### config.mk
export PLATFORM = sky130hd
export DESIGN_NAME = rcf_reset_cause_flags
export DESIGN_NICKNAME = d
export VERILOG_FILES = /design/src/rcf_pkg.sv /design/src/rcf_reset_cause_flags.sv
export SDC_FILE = /design/constraint.sdc
export NUM_CORES = 1
export LEC_CHECK = 0
export ABC_CLOCK_PERIOD_IN_PS = 4000
export BUFFER_PORTS_ARGS = -buffer_cell sky130_fd_sc_hd__buf_2
export CORE_ASPECT_RATIO = 1.25
export CORE_MARGIN = 2
export CORE_UTILIZATION = 44
export CTS_CLUSTER_DIAMETER = 60
export CTS_CLUSTER_SIZE = 12
export DETAILED_ROUTE_END_ITERATION = 10
export PLACE_DENSITY = 0.85
export SYNTH_ARGS = -nofsm -noshare
export SYNTH_HDL_FRONTEND = slang
export SYNTH_SLANG_ARGS = --single-unit
export TNS_END_PERCENT = 1
### constraint.sdc
create_clock -name clk -period 4 [get_ports clk]
set_clock_uncertainty 0.1 [all_clocks]
set_input_delay 0.2 -clock clk [delete_from_list [all_inputs] [get_ports clk]]
set_output_delay 0.2 -clock clk [all_outputs]
set_load 0.02 [all_outputs]
### src/rcf_pkg.sv
// ==========================================================
// reset cause flags: shared constants
package rcf_pkg;
  // register word indices; byte address is four times the index
  localparam logic [5:0] REG_FLAGS_IDX = 6'h03;
  localparam logic [5:0] REG_MASK_IDX = 6'h04;

  // bit positions inside the flag and mask registers
  localparam int POWER_ON_FLAG_BIT = 6;
  localparam int LOW_VOLTAGE_FLAG_BIT = 5;
  localparam int WATCHDOG_RESET_FLAG_BIT = 3;
  localparam int OSC_MONITOR_RESET_FLAG_BIT = 1;
  localparam int PLL_MONITOR_RESET_FLAG_BIT = 0;

  // implemented flag bits, all others read zero
  localparam logic [7:0] FLAGS_IMPL_MASK = 8'h6B;
  // power-on value: power-on and low-voltage set, the rest clear
  localparam logic [7:0] FLAGS_RESET_VAL = 8'h60;
  localparam logic [7:0] MASK_RESET_VAL = 8'h00;
  localparam logic [31:0] RDATA_RESET_VAL = 32'h0000_0000;

  // reset request pins, each with its own synchroniser
  localparam int NUM_SOURCES = 6;
endpackage

### src/rcf_reset_cause_flags.sv
`timescale 1ns/10ps
// How it works
// - power-on sets power-on flag bit 6; other resets leave it alone.
// - any low-voltage reset on core, flash or io supply sets bit 5.
// - power-on also sets the low-voltage flag; other resets keep it.
// - a watchdog timer reset sets bit 3.
// - a crystal clock loss reset sets the oscillator monitor flag, bit 1.
// - a PLL clock loss reset sets the PLL monitor flag, bit 0.
// - power-on clears bits 3, 1, 0; other resets keep them.
// - apart from power-on clearing bits 3, 1, 0, a flag clears only when software writes one to it.
module rcf_reset_cause_flags (
  input wire logic clk,
  input wire logic rst_b,
  // wishbone classic slave
  input wire logic cyc_i,
  input wire logic stb_i,
  input wire logic we_i,
  input wire logic [7:0] adr_i,
  input wire logic [3:0] sel_i,
  input wire logic [31:0] dat_i,
  output logic [31:0] dat_o,
  output logic ack_o,
  // reset sources from monitors, asynchronous levels
  input wire logic coreLowVoltageReset,
  input wire logic flashSupplyLowVoltageReset,
  input wire logic ioSupplyLowVoltageReset,
  input wire logic watchdogTimerReset,
  input wire logic oscMonitorReset,
  input wire logic pllMonitorReset,
  // interrupt
  output logic irq_o
);

  // ==========================================================
  // input synchronisers
  // source order: 0 pll, 1 osc, 2 watchdog, 3 core, 4 flash, 5 io supply
  logic [rcf_pkg::NUM_SOURCES-1:0] srcRaw;
  logic [rcf_pkg::NUM_SOURCES-1:0] srcMeta_q;
  logic [rcf_pkg::NUM_SOURCES-1:0] srcSync_q;
  logic lowVoltageSync;

  // every pin gets its own pair of flops; a gate in front of the first
  // stage could turn skew between two supply monitors into a glitch
  // limitation: a request must stand for at least two clocks to be seen,
  // which the monitors meet by holding their reset request far longer;
  // the flags then trail the pins by three edges
  assign srcRaw = {ioSupplyLowVoltageReset, flashSupplyLowVoltageReset, coreLowVoltageReset,
                   watchdogTimerReset, oscMonitorReset, pllMonitorReset};

  // two flops per source; the first is read only by the second
  genvar gi;
  generate
    for (gi = 0; gi < rcf_pkg::NUM_SOURCES; gi++) begin : g_sync
      always_ff @(posedge clk or negedge rst_b) begin
        if (!rst_b) begin
          srcMeta_q[gi] <= 1'b0;
          srcSync_q[gi] <= 1'b0;
        end else begin
          srcMeta_q[gi] <= srcRaw[gi];
          srcSync_q[gi] <= srcMeta_q[gi];
        end
      end
    end
  endgenerate

  // the three supply domains share one flag, merged once synchronised
  assign lowVoltageSync = |srcSync_q[5:3];

  // ==========================================================
  // bus slave
  // request taken at edge n with ack low, ack stands in cycle n+1 only;
  // read data is captured with the ack so it is settled when sampled,
  // and a write lands on the edge where the master sees ack high.
  // the gap the master leaves after each ack keeps requests apart
  logic ack_q;
  logic ack_d;
  logic [31:0] rdData_q;
  logic [31:0] rdData_d;
  logic busReq;
  logic wrCommit;
  logic hitFlags;
  logic hitMask;
  // flag and mask state live below; declared here for the read mux
  logic [7:0] flags_q;
  logic [7:0] mask_q;

  assign busReq = cyc_i & stb_i;
  assign hitFlags = (adr_i[7:2] == rcf_pkg::REG_FLAGS_IDX);
  assign hitMask = (adr_i[7:2] == rcf_pkg::REG_MASK_IDX);
  // writes land on the edge where the master samples ack; a write with
  // byte lane 0 off is still acked but changes nothing
  assign wrCommit = busReq & we_i & ack_q & sel_i[0];

  // one-wait-state ack, read data captured with it; unmapped reads zero
  always_comb begin
    ack_d = busReq & ~ack_q;
    rdData_d = rdData_q;
    if (ack_d && !we_i) begin
      rdData_d = rcf_pkg::RDATA_RESET_VAL;
      if (hitFlags) begin
        rdData_d[7:0] = flags_q & rcf_pkg::FLAGS_IMPL_MASK;
      end else if (hitMask) begin
        rdData_d[7:0] = mask_q;
      end
    end
  end

  // bus registers
  always_ff @(posedge clk or negedge rst_b) begin
    if (!rst_b) begin
      ack_q <= 1'b0;
      rdData_q <= rcf_pkg::RDATA_RESET_VAL;
    end else begin
      ack_q <= ack_d;
      rdData_q <= rdData_d;
    end
  end

  assign ack_o = ack_q;
  assign dat_o = rdData_q;

  // ==========================================================
  // reset cause flags and interrupt mask
  // the flags are the interrupt status word; the mask has its layout.
  // a cause that is still asserted refills its flag every cycle, so
  // software cannot lose it by clearing early: it must wait for release
  logic [7:0] flags_d;
  logic [7:0] mask_d;
  logic [7:0] setVec;
  logic [7:0] clrVec;
  logic irq_q;
  logic irq_d;

  // map synchronised sources onto their flag bit positions
  always_comb begin
    setVec = 8'h00;
    setVec[rcf_pkg::PLL_MONITOR_RESET_FLAG_BIT] = srcSync_q[0];
    setVec[rcf_pkg::OSC_MONITOR_RESET_FLAG_BIT] = srcSync_q[1];
    setVec[rcf_pkg::WATCHDOG_RESET_FLAG_BIT] = srcSync_q[2];
    setVec[rcf_pkg::LOW_VOLTAGE_FLAG_BIT] = lowVoltageSync;
  end

  // write-one clears; a reading access never touches the flags
  always_comb begin
    clrVec = 8'h00;
    if (wrCommit && hitFlags) begin
      clrVec = dat_i[7:0] & rcf_pkg::FLAGS_IMPL_MASK;
    end
    // set after clear so a cause is never lost
    flags_d = ((flags_q & ~clrVec) | setVec) & rcf_pkg::FLAGS_IMPL_MASK;
    mask_d = mask_q;
    if (wrCommit && hitMask) begin
      mask_d = dat_i[7:0] & rcf_pkg::FLAGS_IMPL_MASK;
    end
    irq_d = |(flags_d & mask_d);
  end

  // rst_b is the power-on reset of this always-on block; system
  // resets never reach these flops, so flags survive them
  always_ff @(posedge clk or negedge rst_b) begin
    if (!rst_b) begin
      flags_q <= rcf_pkg::FLAGS_RESET_VAL;
      mask_q <= rcf_pkg::MASK_RESET_VAL;
      irq_q <= 1'b0;
    end else begin
      flags_q <= flags_d;
      mask_q <= mask_d;
      irq_q <= irq_d;
    end
  end

  assign irq_o = irq_q;

  // every check below sleeps through reset; an attempt that spans the
  // asynchronous assertion of rst_b is dropped rather than failed, so a
  // power-on in mid-run cannot trip a history-based check

  // marks the first clocked cycle after power-on release
  logic firstCyc_q;
  always_ff @(posedge clk or negedge rst_b) begin
    if (!rst_b) begin
      firstCyc_q <= 1'b1;
    end else begin
      firstCyc_q <= 1'b0;
    end
  end

  logic wrFlags;
  assign wrFlags = wrCommit & hitFlags;
endmodule

==> out/qor.csv <==
metric;value;unit
root_buffer;clkbuf_4;
ff_latch_area;728;um^2
place_congestion;0.741;
slew_headroom;58.8;%
synth_xor_area_share;0;%
clockPowerShare;32.8;%
drv_slew;0;
reg2reg_depth;5;
path_clk_slew;90;ps
yosysTopAreaCellShare;52.6;%
synth_area_leader_cell;dfrtp_1;
synth_fa_ha_area_share;0;%
rsz0062_at_grt;false;
max_freq;0.577;GHz
synth.mux.area_fraction;4.97;%
switchingPower;0.162;mW
min_to;ack_o;
tightest_slew;617;ps
worstSkewPairLatency;320;ps
fin_nets;204;
setup-tns-final;0;ps
p_total;0.603;mW
outcome;finished, final reports clean;
min_path_type;in2reg;
synth_top_family_by_area;buffers and inverters;
synth_area;1280;um^2
power.internal;0.440;mW
seq_area_frac_synth;56.7;%
wire_per_inst;11.1;um
multi_input_area;447;um^2
yosysWarnings;0;
n_antenna_cell;0;
fin_area;1540;um^2
io_buffer_count;29;
finalWirelength;2.05;mm
synth-seq-cells;29;
cts_setup_buffers;0;
synthTopCellsByArea;dfrtp_1 53%, buf_4 16%, dfstp_2 4.1%;
rrSetupSlack;2270;ps
p_sw_share;27.0;%
drive_gt1_share;34.7;%
htreeDepth;2;
leakage;0.757;nW
dieArea;3370;um^2
die_height;64.4;um
power_density;392;nW/um^2
synth_compound_area_share;8.97;%
worstHoldStart;stb_i;
io_pins;89;
place_area;1370;um^2
critical_path_required;4100;ps
grt_usage;14.6;%
grt_pass1_wl;3.55;mm
grt_pass1_vias;845;
fillers;236;
post-route-drc-count;0;
cap_viol_max_count;0;
row_count;21;
critPathMaxFanout;5;
end_kind;flip-flop;
numCtsBuffers;5;
cts_tree;done;
r2r-end;irq_o;
grt_overflow_total;0;
synthSimpleGateAreaFrac;13.0;%
drt_first_pass_iters;4;
arrival;1830;ps
syn-mean-instance-area;12.3;um^2
min_period;1730;ps
grt_max_degree;30;
antenna_found_initial;0;
fin_util;56.2;%
drtIter0Drc;12;
die_w;52.3;um
synthesis.instances;104;
combPwrFrac;14.5;%
finalHoldViolCount;0;
dp.final_hpwl;1.57;mm
final_cell_mix;29 x buf_2, 27 x conb_1, 27 x dfrtp_1;
ant_nets;0;
max-clock-path-buffers;2;
p_seq_share;52.7;%
start_util;47.0;%
path_class;reg2reg;
ys_types;26;
cts.sinks;29;
routed_via_density;4.58;
min_period_over_period;43.3;%
coreArea;2730;um^2
reg2reg_from;ack_o;
synthToLayoutAreaGrowth;19.7;%
setup_viol;0;
hold-path-cell-count;3;
start_kind;flip-flop;
ir_worst_vdd;0.000270;V
final_common_cell;buf_2;
vias;843;
[registers in the layout, indices dropped and copies added, names as in the netlist]
register and flops:
srcSync_q 3, srcMeta_q 6, irq_o 1, dat_o 5
flags_q 5, mask_q 5, setVec 3, ack_o 1
[power by group through the flow]
| stage | registers (mW) | clock network [mW] | logic, mW |
|---|---|---|---|
| floorplan | 0.336 | 0 | 0.0560 |
| global placement | 0.322 | 0 | 0.0790 |
| detailed placement | 0.324 | 0 | 0.0806 |
| CTS | 0.318 | 0.208 | 0.0881 |
| global route | 0.320 | 0.222 | 0.0960 |
| finish | 0.318 | 0.198 | 0.0876 |
[cell type report]
cell class / count / area share [%]
Sequential cell: 29 / 47.4
Multi-Input combinational cell: 73 / 29.1
Timing Repair Buffer: 39 / 16.0
Tap cell: 34 / 2.77
Clock buffer: 7 / 4.23
Inverter: 1 / 0.244
Clock inverter: 1 / 0.326
[stage by stage]
step	worst slack (ps)	std cells	hold slack [ps]
after floorplan	2310	130	-196
after global placement	2310	166	125
after detailed placement	2280	166	153
after CTS	2250	184	12.8
after global routing	2200	184	17.4
final	2270	184	33.2
[timing repair]
item,in CTS,in global routing
hold buffers,10,0
endpoints found under the hold margin,36,0
gates resized for setup,0,0
[synthesized netlist by cell type]
library cell	number
buf_4	27
dfrtp_1	27
nor2_1	7
a22oi_1	6
a21oi_1	5
a21boi_0	3
mux2_2	3
a31oi_1	2
and2_1	2
dfstp_2	2
mux2_4	2
nand2_1	2
o21ai_0	2
or2_2	2
and3b_1	1
and4_2	1
and4_4	1
conb_1	1
inv_1	1
nand4_1	1
nand4_4	1
nor3_1	1
nor3_2	1
nor3_4	1
nor3b_2	1
nor4_1	1
[worst max-delay path by stage]
stage | cells past startpoint | to | slack (ps) | start
floorplan | 5 | irq_o | 2310 | ack_o
global placement | 5 | irq_o | 2310 | ack_o
detailed placement | 5 | irq_o | 2280 | ack_o
CTS | 5 | irq_o | 2250 | ack_o
global route | 5 | irq_o | 2200 | ack_o
finish | 5 | irq_o | 2270 | ack_o
[cells by family after synthesis]
logic type      Yosys count
compound gates           18
buf+inv                  28
flops                    29
mux                       5
other cells               1
simple gates             23
[metal layers]
metal  vias to the layer above  track usage (%)  wire (um)
met5                         -                0          0
met4                         0             6.73         38
met3                         6             5.61        188
met2                        50             25.0       1110
met1                       391             15.3        710
li1                        396                -          -
[critical path, stage by stage (launching register included)]
cell	delay [ps]
dfrtp_1	410
and4_4	260
nand4_4	160
mux2_4	350
a22oi_1	210
nand4_1	120
(Power assumes the default switching activity.)
